--- src/hw/tmp_pkg.sv ---
// Package of constants and carriers for the temperature alarm and index port block.
package tmp_pkg;
  localparam logic [2:0] PORT_INDEX = 3'h5;
  localparam logic [2:0] PORT_DATA = 3'h6;
  localparam logic [6:0] IDX_TEMP_ONE = 7'h27;
  localparam logic [6:0] IDX_TEMP_ONE_AI = 7'h67;
  localparam logic [6:0] IDX_CONFIG = 7'h40;
  localparam logic [6:0] IDX_STAT_FIRST = 7'h41;
  localparam logic [6:0] IDX_STAT_SECOND = 7'h42;
  localparam logic [6:0] IDX_MGMT_MASK_FIRST = 7'h43;
  localparam logic [6:0] IDX_MGMT_MASK_SECOND = 7'h44;
  localparam logic [6:0] IDX_NMI_MASK_FIRST = 7'h45;
  localparam logic [6:0] IDX_NMI_MASK_SECOND = 7'h46;
  localparam logic [6:0] IDX_VID_FAN = 7'h47;
  localparam logic [6:0] IDX_SER_ADDR = 7'h48;
  localparam logic [6:0] IDX_BANK_TMODE = 7'h4C;
  localparam logic [6:0] IDX_BANK_SEL = 7'h4E;
  localparam logic [6:0] IDX_REM_MSB = 7'h50;
  localparam logic [6:0] IDX_REM_LSB = 7'h51;
  localparam logic [6:0] IDX_REM_CFG = 7'h52;
  localparam logic [6:0] IDX_REM_HYST = 7'h53;
  localparam logic [6:0] IDX_REM_OVER = 7'h55;
  localparam logic [6:0] IDX_HYST_ONE = 7'h3A;
  localparam logic [6:0] IDX_OVER_ONE = 7'h39;
  localparam logic [6:0] IDX_SCRATCH_LAST = 7'h1F;
  localparam logic [6:0] IDX_VALUE_LAST = 7'h7F;
  localparam logic [6:0] IDX_VALUE_AI_FIRST = 7'h60;
  localparam logic [7:0] RST_INDEX = 8'h00;
  localparam logic [7:0] RST_CONFIG = 8'h08;
  localparam logic [7:0] RST_ZERO = 8'h00;
  localparam logic [7:0] RST_NMI_SECOND = 8'h20;
  localparam logic [7:0] RST_SER_ADDR = 8'h2D;
  localparam logic [3:0] RST_FAN_DIV = 4'h5;
  localparam logic [7:0] HYST_COMPARATOR = 8'h7F;
  localparam int BIT_BUSY = 7;
  localparam int BIT_CFG_IRQ_EN = 1;
  localparam int BIT_CFG_RESTORE = 7;
  localparam int BIT_STAT_ONE = 4;
  localparam int BIT_STAT_TWO = 5;
  localparam int BIT_STAT_THREE = 5;
  localparam int BIT_TMODE = 6;
  localparam int BIT_OVT_MODE = 1;
  localparam int BIT_REM_LSB = 7;
  typedef struct packed {
    logic wr;
    logic rd;
    logic [2:0] port;
    logic [7:0] wdata;
  } tmp_host_req_s;
  typedef struct packed {
    logic done;
    logic [7:0] temp_one;
    logic [8:0] temp_two;
    logic [8:0] temp_three;
  } tmp_conv_s;
endpackage : tmp_pkg

--- src/hw/tmp_index_next.sv ---
// Next index pointer after a data-port access.
`timescale 1ns/1ps
`default_nettype none
module tmp_index_next
  import tmp_pkg::*;
(
  // Current pointer.
  input wire logic [6:0] cur_i,
  // Pointer after the access.
  output logic [6:0] nxt_o
);
  always_comb begin
    if (cur_i == IDX_STAT_FIRST || cur_i == IDX_MGMT_MASK_FIRST ||
        cur_i == IDX_NMI_MASK_FIRST) begin
      nxt_o = cur_i + 7'h01;
    end else if (cur_i < IDX_SCRATCH_LAST) begin
      nxt_o = cur_i + 7'h01;
    end else if (cur_i >= IDX_VALUE_AI_FIRST && cur_i < IDX_VALUE_LAST) begin
      nxt_o = cur_i + 7'h01;
    end else begin
      nxt_o = cur_i;
    end
  end
endmodule : tmp_index_next
`default_nettype wire

--- src/hw/tmp_zone.sv ---
// Alarm state for one temperature zone: interrupt event and over-temperature output.
`timescale 1ns/1ps
`default_nettype none
module tmp_zone
  import tmp_pkg::*;
#(
  parameter int W = 9
) (
  // Clock and reset.
  input wire logic ref_clk_i,
  input wire logic sys_rst_i,
  // Conversion result and limits.
  input wire logic done_i,
  input wire logic signed [W-1:0] temp_i,
  input wire logic signed [W-1:0] over_i,
  input wire logic signed [W-1:0] hyst_i,
  // Modes: comparator interrupt, comparator for over-temperature output, zone one.
  input wire logic irq_cmp_i,
  input wire logic ovt_cmp_i,
  input wire logic zone_one_i,
  // Clears.
  input wire logic stat_clr_i,
  input wire logic ovt_clr_i,
  // Results.
  output logic event_o,
  output logic ovt_o
);
  logic armed_hi;
  logic ovt_hi;
  logic above_over;
  logic below_hyst;
  logic event_pend;
  assign above_over = temp_i > over_i;
  assign below_hyst = temp_i < hyst_i;
  assign event_o = event_pend;
  // Evaluation only at conversion end; a new event wins over a read clear.
  always_ff @(posedge ref_clk_i) begin
    if (sys_rst_i) begin
      event_pend <= 1'b0;
      armed_hi <= 1'b1;
    end else if (done_i) begin
      if (irq_cmp_i) begin
        if (above_over && (zone_one_i || !event_pend)) begin
          event_pend <= 1'b1;
        end else if (!zone_one_i && !below_hyst && !event_pend) begin
          event_pend <= 1'b1;
        end else if (stat_clr_i) begin
          event_pend <= 1'b0;
        end
      end else if (armed_hi && above_over) begin
        event_pend <= 1'b1;
        armed_hi <= 1'b0;
      end else if (!armed_hi && below_hyst && !event_pend) begin
        event_pend <= 1'b1;
        armed_hi <= 1'b1;
      end else if (stat_clr_i) begin
        event_pend <= 1'b0;
      end
    end else if (stat_clr_i) begin
      event_pend <= 1'b0;
    end
  end
  always_ff @(posedge ref_clk_i) begin
    if (sys_rst_i) begin
      ovt_o <= 1'b0;
      ovt_hi <= 1'b1;
    end else if (ovt_cmp_i) begin
      if (done_i && above_over) begin
        ovt_o <= 1'b1;
      end else if (done_i && below_hyst) begin
        ovt_o <= 1'b0;
      end
    end else if (done_i && ovt_hi && above_over) begin
      ovt_o <= 1'b1;
      ovt_hi <= 1'b0;
    end else if (done_i && !ovt_hi && below_hyst && !ovt_o) begin
      ovt_o <= 1'b1;
      ovt_hi <= 1'b1;
    end else if (ovt_clr_i) begin
      ovt_o <= 1'b0;
    end
  end
  a_eval_done: assert property (@(posedge ref_clk_i) disable iff (sys_rst_i)
    !done_i && !stat_clr_i |=> $stable(event_pend))
    else $error("zone event moved between conversions");
  a_ovt_eval: assert property (@(posedge ref_clk_i) disable iff (sys_rst_i)
    !done_i && !ovt_clr_i |=> $stable(ovt_o))
    else $error("zone overtemp moved between conversions");
endmodule : tmp_zone
`default_nettype wire

--- src/hw/tmp_alarm_port.sv ---
// Temperature alarm logic with the indexed host access port.
`timescale 1ns/1ps
`default_nettype none
// Function
// - Sensor one reads as 8-bit degrees.
// - Sensor one reading at index 27h.
// - Sensors two, three: 9-bit at 50h/51h bit7.
// - Hysteresis 127 selects sensor one comparator mode.
// - Comparator: re-raise per conversion above limit.
// - Two-times: over, then under hysteresis.
// - Bit 6 of 4Ch picks remote mode.
// - Remote comparator repeats above hysteresis.
// - Bit 1 of 52h picks output mode.
// - Comparator output holds until below hysteresis.
// - Interrupt output latches until remote read.
// - Index port: 7-bit pointer, busy bit.
// - Busy sets on index write or serial.
// - Busy clears on data access or serial end.
// - Index 41h advances to 42h.
// - Index 43h advances to 44h.
// - Index 45h advances to 46h.
// - Scratch RAM increments, stops at 1Fh.
// - Value window increments, stops at 7Fh.
// - Status bits 4/5 first, bit 5 second.
// - Interrupt output only with configuration bit 1.
module tmp_alarm_port
  import tmp_pkg::*;
#(
  parameter int RAM_DEPTH = 32
) (
  // Clock and reset.
  input wire logic ref_clk_i,
  input wire logic sys_rst_i,
  // Host port access, one-cycle strobes.
  input wire tmp_host_req_s host_i,
  output logic [7:0] host_rdata_o,
  // Serial bus transaction in progress.
  input wire logic serial_busy_i,
  // Conversion results and voltage ID inputs.
  input wire tmp_conv_s conv_i,
  input wire logic [3:0] voltage_id_inputs_i,
  // Alarm outputs, active low.
  output logic mgmt_interrupt_out_n_o,
  output logic overtemp_alert_out_n_o
);
  logic [6:0] index_pointer_bits;
  logic busy_host;
  logic [7:0] cfg;
  logic [7:0] stat_first;
  logic [7:0] stat_second;
  logic [7:0] mask_first;
  logic [7:0] mask_second;
  logic [7:0] nmi_first;
  logic [7:0] nmi_second;
  logic [3:0] fan_div;
  logic [6:0] ser_addr;
  logic [7:0] bank;
  logic [7:0] hyst_one;
  logic [7:0] over_one;
  logic [7:0] tmode;
  logic [7:0] rem_cfg [2];
  logic [8:0] rem_hyst [2];
  logic [8:0] rem_over [2];
  logic [7:0] scratch [RAM_DEPTH];
  logic [6:0] next_index;
  logic data_acc;
  logic data_wr;
  logic data_rd;
  logic index_wr;
  logic stat_read;
  logic rem_read;
  logic restore;
  logic [2:0] zone_event;
  logic [2:0] zone_ovt;
  logic [2:0] event_q;
  logic [7:0] next_rdata;
  logic rem_bank;
  logic in_rem;
  logic [7:0] rem_sel;

  // One decode for the data and index strobes; the read data mux and the busy and sensor one assertions compare the port directly.
  function automatic logic port_hit(input logic strobe, input logic [2:0] port,
                                    input logic [2:0] want);
    return strobe && port == want;
  endfunction : port_hit

  assign data_rd = port_hit(host_i.rd, host_i.port, PORT_DATA);
  assign data_wr = port_hit(host_i.wr, host_i.port, PORT_DATA);
  assign index_wr = port_hit(host_i.wr, host_i.port, PORT_INDEX);
  assign data_acc = data_rd || data_wr;
  assign stat_read = data_rd &&
                     (index_pointer_bits == IDX_STAT_FIRST ||
                      index_pointer_bits == IDX_STAT_SECOND);
  assign in_rem = bank[2:0] == 3'h1 || bank[2:0] == 3'h2;
  assign rem_bank = bank[2:0] == 3'h2;
  assign rem_read = data_rd && in_rem &&
                    index_pointer_bits >= IDX_REM_MSB && index_pointer_bits <= IDX_REM_OVER;
  assign restore = data_wr && index_pointer_bits == IDX_CONFIG && host_i.wdata[BIT_CFG_RESTORE];

  tmp_index_next u_next (
    .cur_i(index_pointer_bits),
    .nxt_o(next_index)
  );

  // Index pointer and host busy flag.
  always_ff @(posedge ref_clk_i) begin
    if (sys_rst_i) begin
      index_pointer_bits <= RST_INDEX[6:0];
      busy_host <= RST_INDEX[BIT_BUSY];
    end else if (index_wr) begin
      index_pointer_bits <= host_i.wdata[6:0];
      busy_host <= 1'b1;
    end else if (data_acc) begin
      index_pointer_bits <= next_index;
      busy_host <= 1'b0;
    end
  end

  // Registers written through the data port.
  always_ff @(posedge ref_clk_i) begin
    if (sys_rst_i || restore) begin
      cfg <= RST_CONFIG;
      mask_first <= RST_ZERO;
      mask_second <= RST_ZERO;
      nmi_first <= RST_ZERO;
      nmi_second <= RST_NMI_SECOND;
      fan_div <= RST_FAN_DIV;
      bank <= RST_ZERO;
      hyst_one <= HYST_COMPARATOR;
      over_one <= HYST_COMPARATOR;
      tmode <= RST_ZERO;
      for (int b = 0; b < 2; b++) begin
        rem_cfg[b] <= RST_ZERO;
        rem_hyst[b] <= {HYST_COMPARATOR, 1'b0};
        rem_over[b] <= {HYST_COMPARATOR, 1'b0};
      end
    end else if (data_wr) begin
      case (index_pointer_bits)
        IDX_CONFIG: cfg <= host_i.wdata;
        IDX_MGMT_MASK_FIRST: mask_first <= host_i.wdata;
        IDX_MGMT_MASK_SECOND: mask_second <= {2'b00, host_i.wdata[5:0]};
        IDX_NMI_MASK_FIRST: nmi_first <= host_i.wdata;
        IDX_NMI_MASK_SECOND: nmi_second <= host_i.wdata;
        IDX_VID_FAN: fan_div <= host_i.wdata[7:4];
        IDX_BANK_SEL: bank <= host_i.wdata;
        IDX_HYST_ONE: hyst_one <= host_i.wdata;
        IDX_OVER_ONE: over_one <= host_i.wdata;
        IDX_BANK_TMODE: tmode <= host_i.wdata;
        IDX_REM_CFG: if (in_rem) rem_cfg[rem_bank] <= host_i.wdata;
        IDX_REM_HYST: if (in_rem) rem_hyst[rem_bank] <= {host_i.wdata, 1'b0};
        IDX_REM_OVER: if (in_rem) rem_over[rem_bank] <= {host_i.wdata, 1'b0};
        default: ;
      endcase
    end
  end

  // The serial address survives the restore bit on purpose.
  always_ff @(posedge ref_clk_i) begin
    if (sys_rst_i) begin
      ser_addr <= RST_SER_ADDR[6:0];
    end else if (data_wr && index_pointer_bits == IDX_SER_ADDR) begin
      ser_addr <= host_i.wdata[6:0];
    end
  end

  always_ff @(posedge ref_clk_i) begin
    if (data_wr && index_pointer_bits <= IDX_SCRATCH_LAST) begin
      scratch[index_pointer_bits[4:0]] <= host_i.wdata;
    end
  end

  // Zone one is comparator whenever its hysteresis reads 127 degrees.
  tmp_zone #(.W(8)) u_zone_one (
    .ref_clk_i(ref_clk_i),
    .sys_rst_i(sys_rst_i),
    .done_i(conv_i.done),
    .temp_i(conv_i.temp_one),
    .over_i(over_one),
    .hyst_i(hyst_one),
    .irq_cmp_i(hyst_one == HYST_COMPARATOR),
    .ovt_cmp_i(1'b1),
    .zone_one_i(1'b1),
    .stat_clr_i(stat_read),
    .ovt_clr_i(1'b0),
    .event_o(zone_event[0]),
    .ovt_o()
  );

  for (genvar z = 0; z < 2; z++) begin : g_rem
    tmp_zone #(.W(9)) u_zone (
      .ref_clk_i(ref_clk_i),
      .sys_rst_i(sys_rst_i),
      .done_i(conv_i.done),
      .temp_i(z == 0 ? conv_i.temp_two : conv_i.temp_three),
      .over_i(rem_over[z]),
      .hyst_i(rem_hyst[z]),
      .irq_cmp_i(!tmode[BIT_TMODE]),
      .ovt_cmp_i(!rem_cfg[z][BIT_OVT_MODE]),
      .zone_one_i(1'b0),
      .stat_clr_i(stat_read),
      .ovt_clr_i(rem_read),
      .event_o(zone_event[z+1]),
      .ovt_o(zone_ovt[z+1])
    );
  end
  assign zone_ovt[0] = 1'b0;

  // Status flags latch the rising edge of a zone event, which shows one cycle after the
  // conversion; pairing the zone flag with done would see only the older event.
  // A new event wins over the read clear.
  always_ff @(posedge ref_clk_i) begin
    if (sys_rst_i) begin
      stat_first <= RST_ZERO;
      stat_second <= RST_ZERO;
      event_q <= 3'h0;
    end else begin
      event_q <= zone_event;
      if (data_rd && index_pointer_bits == IDX_STAT_FIRST) begin
        stat_first <= RST_ZERO;
      end
      if (data_rd && index_pointer_bits == IDX_STAT_SECOND) begin
        stat_second <= RST_ZERO;
      end
      if (zone_event[0] && !event_q[0]) stat_first[BIT_STAT_ONE] <= 1'b1;
      if (zone_event[1] && !event_q[1]) stat_first[BIT_STAT_TWO] <= 1'b1;
      if (zone_event[2] && !event_q[2]) stat_second[BIT_STAT_THREE] <= 1'b1;
    end
  end

  always_comb begin
    rem_sel = RST_ZERO;
    case (index_pointer_bits)
      IDX_REM_MSB: rem_sel = rem_bank ? conv_i.temp_three[8:1] : conv_i.temp_two[8:1];
      IDX_REM_LSB: rem_sel = {rem_bank ? conv_i.temp_three[0] : conv_i.temp_two[0], 7'h00};
      IDX_REM_CFG: rem_sel = rem_cfg[rem_bank];
      IDX_REM_HYST: rem_sel = rem_hyst[rem_bank][8:1];
      IDX_REM_OVER: rem_sel = rem_over[rem_bank][8:1];
      default: rem_sel = RST_ZERO;
    endcase
  end

  always_comb begin
    next_rdata = RST_ZERO;
    if (host_i.port == PORT_INDEX) begin
      next_rdata = {busy_host || serial_busy_i, index_pointer_bits};
    end else if (index_pointer_bits <= IDX_SCRATCH_LAST) begin
      next_rdata = scratch[index_pointer_bits[4:0]];
    end else if (in_rem && index_pointer_bits >= IDX_REM_MSB) begin
      next_rdata = rem_sel;
    end else begin
      case (index_pointer_bits)
        IDX_TEMP_ONE, IDX_TEMP_ONE_AI: next_rdata = conv_i.temp_one;
        IDX_CONFIG: next_rdata = cfg;
        IDX_STAT_FIRST: next_rdata = stat_first;
        IDX_STAT_SECOND: next_rdata = stat_second;
        IDX_MGMT_MASK_FIRST: next_rdata = mask_first;
        IDX_MGMT_MASK_SECOND: next_rdata = mask_second;
        IDX_NMI_MASK_FIRST: next_rdata = nmi_first;
        IDX_NMI_MASK_SECOND: next_rdata = nmi_second;
        IDX_VID_FAN: next_rdata = {fan_div, voltage_id_inputs_i};
        IDX_SER_ADDR: next_rdata = {1'b0, ser_addr};
        IDX_BANK_SEL: next_rdata = bank;
        IDX_HYST_ONE: next_rdata = hyst_one;
        IDX_OVER_ONE: next_rdata = over_one;
        IDX_BANK_TMODE: next_rdata = tmode;
        default: next_rdata = RST_ZERO;
      endcase
    end
  end

  // Read data is registered so the host samples it one cycle after the strobe.
  always_ff @(posedge ref_clk_i) begin
    if (sys_rst_i) begin
      host_rdata_o <= RST_ZERO;
    end else if (host_i.rd) begin
      host_rdata_o <= next_rdata;
    end
  end

  always_ff @(posedge ref_clk_i) begin
    if (sys_rst_i) begin
      mgmt_interrupt_out_n_o <= 1'b1;
      overtemp_alert_out_n_o <= 1'b1;
    end else begin
      mgmt_interrupt_out_n_o <= !(cfg[BIT_CFG_IRQ_EN] &&
        ((|(stat_first & ~mask_first)) || (|(stat_second & ~mask_second))));
      overtemp_alert_out_n_o <= !(|zone_ovt);
    end
  end

  a_busy_set: assert property (@(posedge ref_clk_i) disable iff (sys_rst_i)
    host_i.wr && host_i.port == PORT_INDEX |=> busy_host)
    else $error("busy not set by index write");
  a_busy_clear: assert property (@(posedge ref_clk_i) disable iff (sys_rst_i)
    data_acc && !(host_i.wr && host_i.port == PORT_INDEX) |=> !busy_host)
    else $error("busy not cleared by data access");
  a_ptr_stat: assert property (@(posedge ref_clk_i) disable iff (sys_rst_i)
    data_acc && index_pointer_bits == IDX_STAT_FIRST |=> index_pointer_bits == IDX_STAT_SECOND)
    else $error("status pointer did not advance");
  a_ptr_mask: assert property (@(posedge ref_clk_i) disable iff (sys_rst_i)
    data_acc && index_pointer_bits == IDX_MGMT_MASK_FIRST |=> index_pointer_bits == IDX_MGMT_MASK_SECOND)
    else $error("mask pointer did not advance");
  a_ptr_nmi: assert property (@(posedge ref_clk_i) disable iff (sys_rst_i)
    data_acc && index_pointer_bits == IDX_NMI_MASK_FIRST |=> index_pointer_bits == IDX_NMI_MASK_SECOND)
    else $error("nmi pointer did not advance");
  a_scratch_stop: assert property (@(posedge ref_clk_i) disable iff (sys_rst_i)
    data_acc && index_pointer_bits == IDX_SCRATCH_LAST |=> $stable(index_pointer_bits))
    else $error("scratch pointer passed its end");
  a_value_stop: assert property (@(posedge ref_clk_i) disable iff (sys_rst_i)
    data_acc && index_pointer_bits == IDX_VALUE_LAST |=> index_pointer_bits == IDX_VALUE_LAST)
    else $error("value pointer wrapped");
  a_irq_gate: assert property (@(posedge ref_clk_i) disable iff (sys_rst_i)
    !cfg[BIT_CFG_IRQ_EN] |=> mgmt_interrupt_out_n_o)
    else $error("interrupt driven while disabled");
  a_temp_read: assert property (@(posedge ref_clk_i) disable iff (sys_rst_i)
    host_i.rd && host_i.port == PORT_DATA && index_pointer_bits == IDX_TEMP_ONE
    |=> host_rdata_o == $past(conv_i.temp_one))
    else $error("sensor one reading wrong");
  a_ptr_load: assert property (@(posedge ref_clk_i) disable iff (sys_rst_i)
    index_wr |=> index_pointer_bits == $past(host_i.wdata[6:0]))
    else $error("pointer not loaded by index write");
  a_busy_read: assert property (@(posedge ref_clk_i) disable iff (sys_rst_i)
    host_i.rd && host_i.port == PORT_INDEX |=> host_rdata_o[BIT_BUSY] == $past(busy_host || serial_busy_i))
    else $error("busy bit reads wrong");
  a_ptr_scratch: assert property (@(posedge ref_clk_i) disable iff (sys_rst_i)
    data_acc && index_pointer_bits < IDX_SCRATCH_LAST |=> index_pointer_bits == $past(index_pointer_bits) + 7'h01)
    else $error("scratch pointer did not step");
  a_rem_lsb: assert property (@(posedge ref_clk_i) disable iff (sys_rst_i)
    data_rd && in_rem && index_pointer_bits == IDX_REM_LSB |=> host_rdata_o[6:0] == 7'h00)
    else $error("remote low byte has stray bits");
  a_stat_one: assert property (@(posedge ref_clk_i) disable iff (sys_rst_i)
    zone_event[0] && !event_q[0] |=> stat_first[BIT_STAT_ONE])
    else $error("sensor one event not flagged");
  a_stat_two: assert property (@(posedge ref_clk_i) disable iff (sys_rst_i)
    zone_event[1] && !event_q[1] |=> stat_first[BIT_STAT_TWO])
    else $error("sensor two event not flagged");
  a_stat_three: assert property (@(posedge ref_clk_i) disable iff (sys_rst_i)
    zone_event[2] && !event_q[2] |=> stat_second[BIT_STAT_THREE])
    else $error("sensor three event not flagged");
  a_ovt_out: assert property (@(posedge ref_clk_i) disable iff (sys_rst_i)
    |zone_ovt |=> !overtemp_alert_out_n_o)
    else $error("overtemp output not driven");
endmodule : tmp_alarm_port
`default_nettype wire

--- config.mk ---
export PLATFORM = sky130hd
export DESIGN_NAME = tmp_alarm_port
export DESIGN_NICKNAME = d
export VERILOG_FILES = /design/src/hw/tmp_pkg.sv /design/src/hw/tmp_index_next.sv /design/src/hw/tmp_zone.sv /design/src/hw/tmp_alarm_port.sv
export SDC_FILE = /design/constraint.sdc
export NUM_CORES = 1
export LEC_CHECK = 0
export BUFFER_PORTS_ARGS = -buffer_cell sky130_fd_sc_hd__buf_4
export CELL_PAD_IN_SITES_DETAIL_PLACEMENT = 0
export CELL_PAD_IN_SITES_GLOBAL_PLACEMENT = 1
export CORE_MARGIN = 4
export CORE_UTILIZATION = 52
export DETAILED_ROUTE_END_ITERATION = 8
export GPL_ROUTABILITY_DRIVEN = 0
export PLACE_DENSITY_LB_ADDON = 0.15
export SLEW_MARGIN = 20
export SYNTH_ARGS = -nofsm -noshare
export SYNTH_HDL_FRONTEND = slang
export SYNTH_SLANG_ARGS = --single-unit
--- constraint.sdc ---
create_clock -name ref_clk_i -period 3 [get_ports ref_clk_i]
set_input_delay 0.15 -clock ref_clk_i [delete_from_list [all_inputs] [get_ports ref_clk_i]]
set_output_delay 0.15 -clock ref_clk_i [all_outputs]
set_load 0.03 [all_outputs]
==> qor.yml, run 1 <==
register_area_mm2: 0.0115
io_pins: 57
setup_tns_ns: 0
post-cts-setup-buffers: 0
synth_edf_count: 304
numCtsBuffers: 43
vdd_ir_drop_max_uv: 497
grt_antenna_before_repair: 1
p_int_mw: 9.52
crit_type: "register to register"
hold_viol: 0
setup_ws_ns: 0.256
drc: 0
worstPathRequired_ns: 3.26
die_area_mm2: 0.0398
nFillCells: 2817
worst_setup_path_end_kind: "register"
p_leak_nw: 7.57
critPathMaxFanout: 10
place_ws_ns: 0.323
fmax_mhz: 364
antenna_cells: 0
finalCriticalPeriod_ns: 2.74
maxCapViolations: 0
grt.total_usage_pct: 26.1
yosys_register_bits: 424
cp_data_arrival_time_ns: 3.00
synth_cell_types: 72
insertion_delay_ns: 0.56
switching_share_pct: 22.3
synth_top_area_share_pct: 47.8
dr.first_iter.drc_count: 1137
drive_gt1_share_pct: 18.6
p_comb_share_pct: 6.3
clkPwrFrac_pct: 41.6
die_w_um: 200
rsz0062_at_grt: "false"
cts_tree: "yes"
fin_cells: 2037
pwr-share-seq_pct: 52.1
async_reset_ff_share_pct: 0
cts.htree.levels: 2
vias_per_cell: 6.18
whs_ns: 0.0706
ys.flop_type: "edfxtp_1"
syn-cell-area_mm2: 0.0191
start_kind: "register"
synth_warnings: 0
synthToLayoutAreaGrowth_pct: 13.6
dp_hpwl_mm: 34.4
synth_seq_area_share_pct: 60.4
syn-mean-instance-area_um2: 13.1
synth_nets: 1555
setup_violations: 0
slew_headroom_pct: 33.6
worstMarginPinSlew_ns: 0.995
synth_area_leaders: "edfxtp_1, dfxtp_1, mux4_2"
run_status: "complete, no violations"
p_sw_mw: 2.73
fin_nets: 1641
grt_pass1_vias: 12500
cts_sinks: 424
drt.antenna.violating_nets: 0
firstDrtPassIters: 8
die_y_um: 200
core_area_mm2: 0.0359
detail_route.wl_per_cell_um: 25.3
initial_core_util_pct: 53.1
cts_buffer_depth: 3
powerDensity_mw_per_mm2: 565
slew_violations: 0
syn-instance-count: 1459
placedCellCount: 1956
num_rows: 69
power_mw: 12.3
fin_crit_sh_pct: 91.5
grt_pass1_wl_mm: 78.1
synth_top_cell_by_area: "edfxtp_1"
vias: 12600
clock_skew_ns: 0.0131
grt_max_degree: 51
drt_wl_total_mm: 51.6
post_cts_resized: 0
hp-class: "input port to register"
clk_pin_slew_ns: 0.06
numPortBuffers: 56
cts_root_buffer: "clkbuf_16"
gr-total-overflow: 0
multiInputGateArea_mm2: 0.00688
-- logic make-up (layout without fill, tap and decap cells) --
group | Yosys count | count (layout) | synth area share, %
buffers and inverters | 162 | 279 | 3.56
xor gates and xnor gates | 6 | 6 | 0.275
AOI/OAI and AO/OA | 245 | 245 | 9.00
adders and majority gates | 49 | 49 | 3.21
muxes | 156 | 156 | 12.7
DFF | 424 | 424 | 60.4
and+or+nand+nor | 417 | 417 | 10.8
-- stage by stage --
stage	area, um2	utilization [%]
2_1_floorplan	19100	-
3_3_place_gp	20300	56.5
3_5_place_dp	20300	56.5
4_1_cts	21700	60.4
5_1_grt	21700	60.4
6_report	21700	60.4
-- power groups by stage --
stage | Clock [mW] | Combinational [mW] | Sequential (mW)
after global placement | 0 | 0.756 | 6.51
after floorplan | 0 | 0.437 | 6.48
after global routing | 5.43 | 0.827 | 6.39
after detailed placement | 0 | 0.763 | 6.51
final | 5.10 | 0.768 | 6.38
after CTS | 5.16 | 0.770 | 6.39
-- final timing paths --
path | start | slack (ns) | end | depth (start not counted)
max reg2reg | index_pointer_bits[0]$_SDFFE_PP0N_ | 0.26 | scratch[29][2]$_DFFE_PP_ | 7
min | serial_busy_i | 0.07 | host_rdata_o[7]$_SDFFE_PP0P_ | 5
max | index_pointer_bits[0]$_SDFFE_PP0N_ | 0.26 | scratch[29][2]$_DFFE_PP_ | 7
min reg2reg | cfg[1]$_SDFFE_PP0N_ | 0.41 | mgmt_interrupt_out_n_o$_SDFF_PP1_ | 1
-- what timing repair did --
item | in CTS | in global routing
hold buffers | 5 | 0
endpoints found under the setup margin | 0 | 0
hold endpoints to repair | 9 | 0
-- flip-flops by register name, indices dropped and copies added (netlist names), 3 cells and up, named ones only --
signal,cells
rem_hyst,16
scratch,256
mask_second,6
bank,8
host_rdata_o,8
over_one,8
hyst_one,8
event_q,3
nmi_first,8
nmi_second,8
rem_cfg,16
tmode,8
ser_addr,7
cfg,8
fan_div,4
rem_over,16
index_pointer_bits,7
mask_first,8
-- layer usage --
layer  vias up  GRT usage (%)  share of wire, %
li1       5728              -                 -
met1      6287           37.2                42
met2       497           42.6                49
met3        79           4.05               6.6
met4         2           6.49               2.4
met5         -              0             0.017
-- worst max-delay path, stage by stage, from the launching register on --
cell and delay (ns):
dfxtp_1 0.47, ha_1 0.47, nand3b_1 0.23, o21ai_0 0.12, nor2_1 0.27, nand2_1 0.45, nor2_1 0.24, buf_4 0.19
-- cell usage after synthesis (4+ instances only) --
cell type and number:
nand3_1 41, buf_2 42, a222oi_1 9, xor2_1 4
nand3b_1 6, edfxtp_1 304, o211ai_1 23, o21ai_0 22
nand2b_1 7, clkbuf_1 48, a31o_2 5, mux4_1 4
nand2_1 112, and3_1 21, inv_1 63, buf_1 5
a31oi_1 14, a22o_1 11, a22oi_1 8, nor2b_1 17
ha_1 49, nand4_1 19, mux2i_1 77, or3_1 29
and2_1 24, o21a_1 5, a211oi_1 10, dfxtp_1 120
nor2_1 107, nor3b_1 4, mux2_2 13, or2_2 4
o221ai_1 9, mux4_2 62, o22ai_1 17, a21oi_1 59
a221oi_1 12, a21o_1 8, nor3_1 6
-- layout make-up --
class / instances / share of cell area (%)
inverters: 63 / 1.09
well taps: 461 / 2.66
clock buffers: 59 / 5.57
multi-input cells: 873 / 31.7
repair buffers: 140 / 5.14
clock inverters: 17 / 0.583
flip-flops and latches: 424 / 53.2
-- cell usage in the layout, fill, tap and decap left out, types with 23 or more instances in the layout --
master,n
ha_1,49
nand2_1,112
nor2_1,107
dfxtp_1,117
buf_4,131
or3_1,29
clkbuf_16,44
mux4_2,62
edfxtp_1,304
o211ai_1,23
and2_1,24
mux2i_1,77
inv_1,63
nand3_1,41
a21oi_1,59
No activity file was read; power rests on OpenSTA's default activity.
==> run 2, diff against run 1 <==
--- a/config.mk
+++ b/config.mk
@@ -9,10 +9,10 @@
 export CELL_PAD_IN_SITES_DETAIL_PLACEMENT = 0
 export CELL_PAD_IN_SITES_GLOBAL_PLACEMENT = 1
 export CORE_MARGIN = 4
-export CORE_UTILIZATION = 52
+export CORE_UTILIZATION = 30
 export DETAILED_ROUTE_END_ITERATION = 8
 export GPL_ROUTABILITY_DRIVEN = 0
-export PLACE_DENSITY_LB_ADDON = 0.15
+export PLACE_DENSITY_LB_ADDON = 0.1
 export SLEW_MARGIN = 20
 export SYNTH_ARGS = -nofsm -noshare
 export SYNTH_HDL_FRONTEND = slang
==> constraint.sdc (replaced) <==
create_clock -name ref_clk_i -period 3 [get_ports ref_clk_i]
set_input_delay 0.6 -clock ref_clk_i [delete_from_list [all_inputs] [get_ports ref_clk_i]]
set_output_delay 0.6 -clock ref_clk_i [all_outputs]
set_load 0.03 [all_outputs]
==> run 2 against run 1 <==
  * Non-clock buffer count up 10
  * Die area up 70%
  * Clock skew grew 0.016 ns
  * Power up 9.3%
  * Combinational power up 7.2%
  * First-iteration DRC count fell by 12%
  * Largest cell class unchanged
  * Count of clock-buffer cells in the layout is 3 lower
  * Register-to-register slack improved by 0.15 ns
  * Sequential share of layout area down 2.1 points
  * Sequential cell count unchanged
  * Via count shrank 1.3%
  * Largest power group unchanged
  * Fmax grew 6.0%
==> qor.yml, run 2 (synthesized netlist as in run 1, its figures left out) <==
cts.htree.levels: 2  # unchanged
hold_viol: 0  # unchanged
grt_max_degree: 51  # unchanged
rsz0062_at_grt: "false"  # unchanged
cts_tree: "yes"  # unchanged
placed_area_mm2: 0.0209  # was 0.0203 mm2
io_pins: 57  # unchanged
vdd_ir_drop_max_uv: 414  # was 497 uV
post-route-util_pct: 35.8  # was 60.4%
placedCellCount: 2356  # was 1,956
fin_nets: 1657  # was 1,641
post-cts-setup-buffers: 0  # unchanged
cp_data_arrival_time_ns: 3.07  # was 3.00 ns
initial_core_util_pct: 30.3  # was 53.1%
crit-reg2reg-launch: "index_pointer_bits[1]$_SDFFE_PP0N_"  # was index_pointer_bits[0]$_SDFFE_PP0N_
drc: 0  # unchanged
worst_hold_path.endpoint: "ser_addr[6]$_SDFFE_PP0P_"  # was host_rdata_o[7]$_SDFFE_PP0P_
setup_tns_ns: 0  # unchanged
drive_gt1_share_pct: 20.1  # was 18.6%
synthToLayoutAreaGrowth_pct: 18.3  # was 13.6%
rr_worst_depth: 9  # was 7
largest_reg_flops: 256  # unchanged
worstPathRequired_ns: 3.48  # was 3.26 ns
layout_commonest_cell: "edfxtp_1"  # unchanged
fmax_mhz: 386  # was 364 MHz
num_rows: 92  # was 69
start_kind: "register"  # unchanged
grt_pass1_wl_mm: 89.1  # was 78.1 mm
dp_hpwl_mm: 41.0  # was 34.4 mm
numCtsBuffers: 49  # was 43
cts_root_buffer: "clkbuf_16"  # unchanged
fin_cells: 2446  # was 2,037
slew_violations: 0  # unchanged
p_leak_nw: 7.80  # was 7.57 nW
core_area_mm2: 0.0630  # was 0.0359 mm2
hold_buffers: 0  # was 5
run_status: "complete, no violations"  # unchanged
cts_buffer_depth: 3  # unchanged
regToRegEndpoint: "host_rdata_o[4]$_SDFFE_PP0P_"  # was scratch[29][2]$_DFFE_PP_
fin_area_mm2: 0.0226  # was 0.0217 mm2
grt_antenna_before_repair: 0  # was 1
powerDensity_mw_per_mm2: 594  # was 565 mW/mm2
clk_pin_slew_ns: 0.07  # was 0.06 ns
detail_route.wl_per_cell_um: 24.8  # was 25.3 um
crit_type: "register to register"  # unchanged
cts_sinks: 424  # unchanged
grt.total_usage_pct: 17.9  # was 26.1%
maxCapViolations: 0  # unchanged
critPathMaxFanout: 25  # was 10
fin_crit_sh_pct: 86.3  # was 91.5%
grt_pass1_vias: 12700  # was 12,500
antenna_cells: 0  # unchanged
vias: 12400  # was 12,600
worstMarginPinSlew_ns: 0.788  # was 0.995 ns
slew_headroom_pct: 47.5  # was 33.6%
die_y_um: 260  # was 200 um
hold_start: "sys_rst_i"  # was serial_busy_i
firstDrtPassIters: 5  # was 8
post_cts_resized: 0  # unchanged
worst_setup_path_end_kind: "register"  # unchanged
finalCriticalPeriod_ns: 2.59  # was 2.74 ns
hp-class: "input port to register"  # unchanged
final_cell_mix: "edfxtp_1, buf_4, dfxtp_1"  # unchanged
numPortBuffers: 56  # unchanged
setup_violations: 0  # unchanged
drt_wl_total_mm: 60.7  # was 51.6 mm
die_area_mm2: 0.0677  # was 0.0398 mm2
clock_skew_ns: 0.0290  # was 0.0131 ns
ff2ff_setup_slack_ns: 0.41  # was 0.26 ns
holdPathStages: 2  # was 5
dr.first_iter.drc_count: 1002  # was 1,137
drt.antenna.violating_nets: 0  # unchanged
insertion_delay_ns: 0.59  # was 0.56 ns
vias_per_cell: 5.08  # was 6.18
whs_ns: 0.338  # was 0.0706 ns
die_w_um: 260  # was 200 um
gr-total-overflow: 0  # unchanged
[run 2: cell count changes in the layout (fill, tap and decap cells not counted), moves of 5 or more]
cell           previous run  this run
bufinv_16                 1         7
clkbuf_1                 10         3
dlygate4sd3_1             5         0
clkinv_1                  3        12
buf_4                   131       146
clkbuf_16                44        49
[run 2: layer usage]
layer  track usage (%)  share of wire [%]
met5                 0                  0
met4              4.25                2.1
met3              2.35                3.5
met2              29.3                 48
met1              25.3                 47
[run 2: worst max path at each step]
stage / startpoint / slack [ns] / endpoint
global placement: conv_i[6] / 0.34 / g_rem[1].u_zone.event_o$_SDFF_PP0_
floorplan: index_pointer_bits[0]$_SDFFE_PP0N_ / 0.33 / rem_cfg[0][0]$_SDFFCE_PN0P_
CTS: index_pointer_bits[0]$_SDFFE_PP0N_ / 0.40 / host_rdata_o[2]$_SDFFE_PP0P_
global route: index_pointer_bits[0]$_SDFFE_PP0N_ / 0.18 / host_rdata_o[4]$_SDFFE_PP0P_
finish: index_pointer_bits[1]$_SDFFE_PP0N_ / 0.41 / host_rdata_o[4]$_SDFFE_PP0P_
detailed placement: conv_i[6] / 0.38 / g_rem[1].u_zone.event_o$_SDFF_PP0_
[run 2: power by group]
group          switching (mW)  internal, mW  leakage [nW]
sequential             0.0670          6.31          3.67
combinational           0.507         0.316          3.30
clock                    2.49          3.70         0.820
[run 2: layout make-up]
cell class	instances	area, um2
Clock inverter	34	380
Sequential cell	424	11500
Timing Repair Buffer	150	1180
Fill cell	6165	40400
Inverter	63	236
Multi-Input combinational cell	873	6890
Tap cell	846	1060
Clock buffer	56	1290
[run 2: critical path: stages, from the launching register on]
cell	delay, ns
dfxtp_1	0.45
inv_1	0.12
ha_1	0.29
nor2b_1	0.17
nand4_1	0.08
buf_4	0.28
o22ai_1	0.20
o21ai_0	0.43
nand4_1	0.19
o221a_2	0.28
[run 2: metrics by stage]
step           power [mW]  setup slack, ns
3_3_place_gp         7.35            0.336
3_5_place_dp         7.35            0.377
2_1_floorplan        6.92            0.325
4_1_cts              13.6            0.397
6_report             13.4            0.410
5_1_grt              13.9            0.184
==> run 3, diff against run 2 <==
--- a/config.mk
+++ b/config.mk
@@ -9,7 +9,7 @@
 export CELL_PAD_IN_SITES_DETAIL_PLACEMENT = 0
 export CELL_PAD_IN_SITES_GLOBAL_PLACEMENT = 1
 export CORE_MARGIN = 4
-export CORE_UTILIZATION = 30
+export CORE_UTILIZATION = 40
 export DETAILED_ROUTE_END_ITERATION = 8
 export GPL_ROUTABILITY_DRIVEN = 0
 export PLACE_DENSITY_LB_ADDON = 0.1
==> run 3 against run 2 <==
  * Non-clock buffer count is 7 lower
  * Setup slack lost 0.086 ns
  * Fmax decreased by 3.2%
  * Global-route usage up 3.6 points
  * Register-to-register slack worse by 0.09 ns
  * Clock skew down 0.014 ns
  * Hold slack gained 0.011 ns
  * Critical path depth down 2
==> qor.yml, run 3 (synthesized netlist as in run 1, its figures left out) <==
initial_core_util_pct: 40.7  # was 30.3%
fin_nets: 1648  # was 1,657
nFillCells: 4187  # was 6,165
hold_buffers: 0  # unchanged
numCtsBuffers: 47  # was 49
grt_max_degree: 56  # was 51
drive_gt1_share_pct: 20.2  # was 20.1%
worstPathRequired_ns: 3.48  # about the same
dp_hpwl_mm: 36.6  # was 41.0 mm
die_y_um: 226  # was 260 um
rsz0062_at_grt: "false"  # unchanged
drt.antenna.violating_nets: 0  # unchanged
register_area_mm2: 0.0115  # unchanged
final_cell_mix: "edfxtp_1, buf_4, dfxtp_1"  # unchanged
numPortBuffers: 56  # unchanged
post_cts_resized: 0  # unchanged
run_status: "complete, no violations"  # unchanged
cts_root_buffer: "clkbuf_16"  # unchanged
post-cts-setup-buffers: 0  # unchanged
holdPathStages: 2  # unchanged
clock_skew_ns: 0.0150  # was 0.0290 ns
drt_wl_total_mm: 54.6  # was 60.7 mm
drc: 0  # unchanged
detail_route.wl_per_cell_um: 24.8  # about the same
p_leak_nw: 7.78  # was 7.80 nW
cts.htree.levels: 2  # unchanged
vdd_ir_drop_max_uv: 511  # was 414 uV
io_pins: 57  # unchanged
powerDensity_mw_per_mm2: 603  # was 594 mW/mm2
insertion_delay_ns: 0.59  # about the same
cts_tree: "yes"  # unchanged
maxCapViolations: 0  # unchanged
gr-total-overflow: 0  # unchanged
cp_data_arrival_time_ns: 3.15  # was 3.07 ns
crit_type: "register to register"  # unchanged
grt.total_usage_pct: 21.4  # was 17.9%
layout_commonest_cell: "edfxtp_1"  # unchanged
vias_per_cell: 5.61  # was 5.08
worstMarginPinSlew_ns: 0.763  # was 0.788 ns
antenna_cells: 0  # unchanged
dr.first_iter.drc_count: 934  # was 1,002
grt_pass1_wl_mm: 82.5  # was 89.1 mm
rr_worst_depth: 7  # was 9
vias: 12300  # was 12,400
hold_viol: 0  # unchanged
core_area_mm2: 0.0469  # was 0.0630 mm2
regToRegEndpoint: "host_rdata_o[4]$_SDFFE_PP0P_"  # unchanged
die_w_um: 226  # was 260 um
critPathMaxFanout: 27  # was 25
setup_ws_ns: 0.324  # was 0.410 ns
synthToLayoutAreaGrowth_pct: 16.7  # was 18.3%
cts_buffer_depth: 3  # unchanged
grt_pass1_vias: 12400  # was 12,700
finalCriticalPeriod_ns: 2.68  # was 2.59 ns
setup_violations: 0  # unchanged
slew_headroom_pct: 49.2  # was 47.5%
worst_setup_path_end_kind: "register"  # unchanged
ff2ff_setup_slack_ns: 0.32  # was 0.41 ns
slew_violations: 0  # unchanged
fmax_mhz: 374  # was 386 MHz
grt_antenna_before_repair: 1  # was 0
die_area_mm2: 0.0513  # was 0.0677 mm2
cp-endpoint: "host_rdata_o[4]$_SDFFE_PP0P_"  # unchanged
whs_ns: 0.349  # was 0.338 ns
multiInputGateArea_mm2: 0.00689  # unchanged
place_ws_ns: 0.315  # was 0.377 ns
cts_sinks: 424  # unchanged
fin_crit_sh_pct: 89.2  # was 86.3%
largest_reg_flops: 256  # unchanged
firstDrtPassIters: 8  # was 5
start_kind: "register"  # unchanged
clk_pin_slew_ns: 0.06  # was 0.07 ns
setup_tns_ns: 0  # unchanged
num_rows: 79  # was 92
hp-class: "input port to register"  # unchanged
run 3: cell count changes in the layout (fill, tap and decap cells not counted):
cell        change
clkinv_2        +2
clkinv_8        -1
bufinv_16       +1
clkbuf_1        +1
clkinv_1       -10
buf_4           -8
clkbuf_8        +1
inv_16          +1
buf_12          +1
clkinv_4        +2
clkinvlp_4      +2
clkbuf_16       -1
run 3: metal layers:
metal	GRT usage, %	up-vias	share of wire [%]
met5	0	-	0
met3	2.36	63	4.1
met4	4.46	0	1.5
li1	-	5746	-
met1	31.7	6240	47
met2	34.6	291	48
run 3: how the worst min path moves through the flow:
stage,startpoint,to,slack [ns]
after CTS,sys_rst_i,stat_first[4]$_SDFFE_PP0P_,0.33
final,sys_rst_i,stat_first[4]$_SDFFE_PP0P_,0.35
after global placement,cfg[1]$_SDFFE_PP0N_,mgmt_interrupt_out_n_o$_SDFF_PP1_,0.42
after detailed placement,cfg[1]$_SDFFE_PP0N_,mgmt_interrupt_out_n_o$_SDFF_PP1_,0.43
after global routing,sys_rst_i,stat_first[4]$_SDFFE_PP0P_,0.35
after floorplan,cfg[1]$_SDFFE_PP0N_,mgmt_interrupt_out_n_o$_SDFF_PP1_,0.38
run 3: cell type report:
cell class              instances  share of cell area [%]
clock inverters                31                    1.88
repair buffers                143                    5.10
inverters                      63                    1.06
flip-flops and latches        424                    51.8
clock buffers                  57                    5.77
well taps                     607                    3.41
multi-input cells             873                    30.9
run 3: metrics by stage:
stage / total power, mW / instance area, um2 / util (%) / cells
finish: 13.4 / 22300 / 47.5 / 2198
CTS: 13.6 / 22300 / 47.5 / 2198
global placement: 7.31 / 20600 / 43.9 / 2110
floorplan: 6.92 / 19100 / - / 1459
detailed placement: 7.31 / 20600 / 43.9 / 2110
global route: 13.9 / 22300 / 47.5 / 2198
run 3: where the power goes:
group / internal, mW / switching, mW / total (mW)
Combinational: 0.316 / 0.481 / 0.797
Sequential: 6.31 / 0.0655 / 6.38
Clock: 3.78 / 2.46 / 6.25
run 3: critical path, cell delays in order (launching register included):
cell	delay (ns)
dfxtp_4	0.60
buf_4	0.43
mux4_2	0.38
mux2i_1	0.32
nand2_1	0.10
o211ai_1	0.22
nand4_1	0.22
o221a_2	0.27
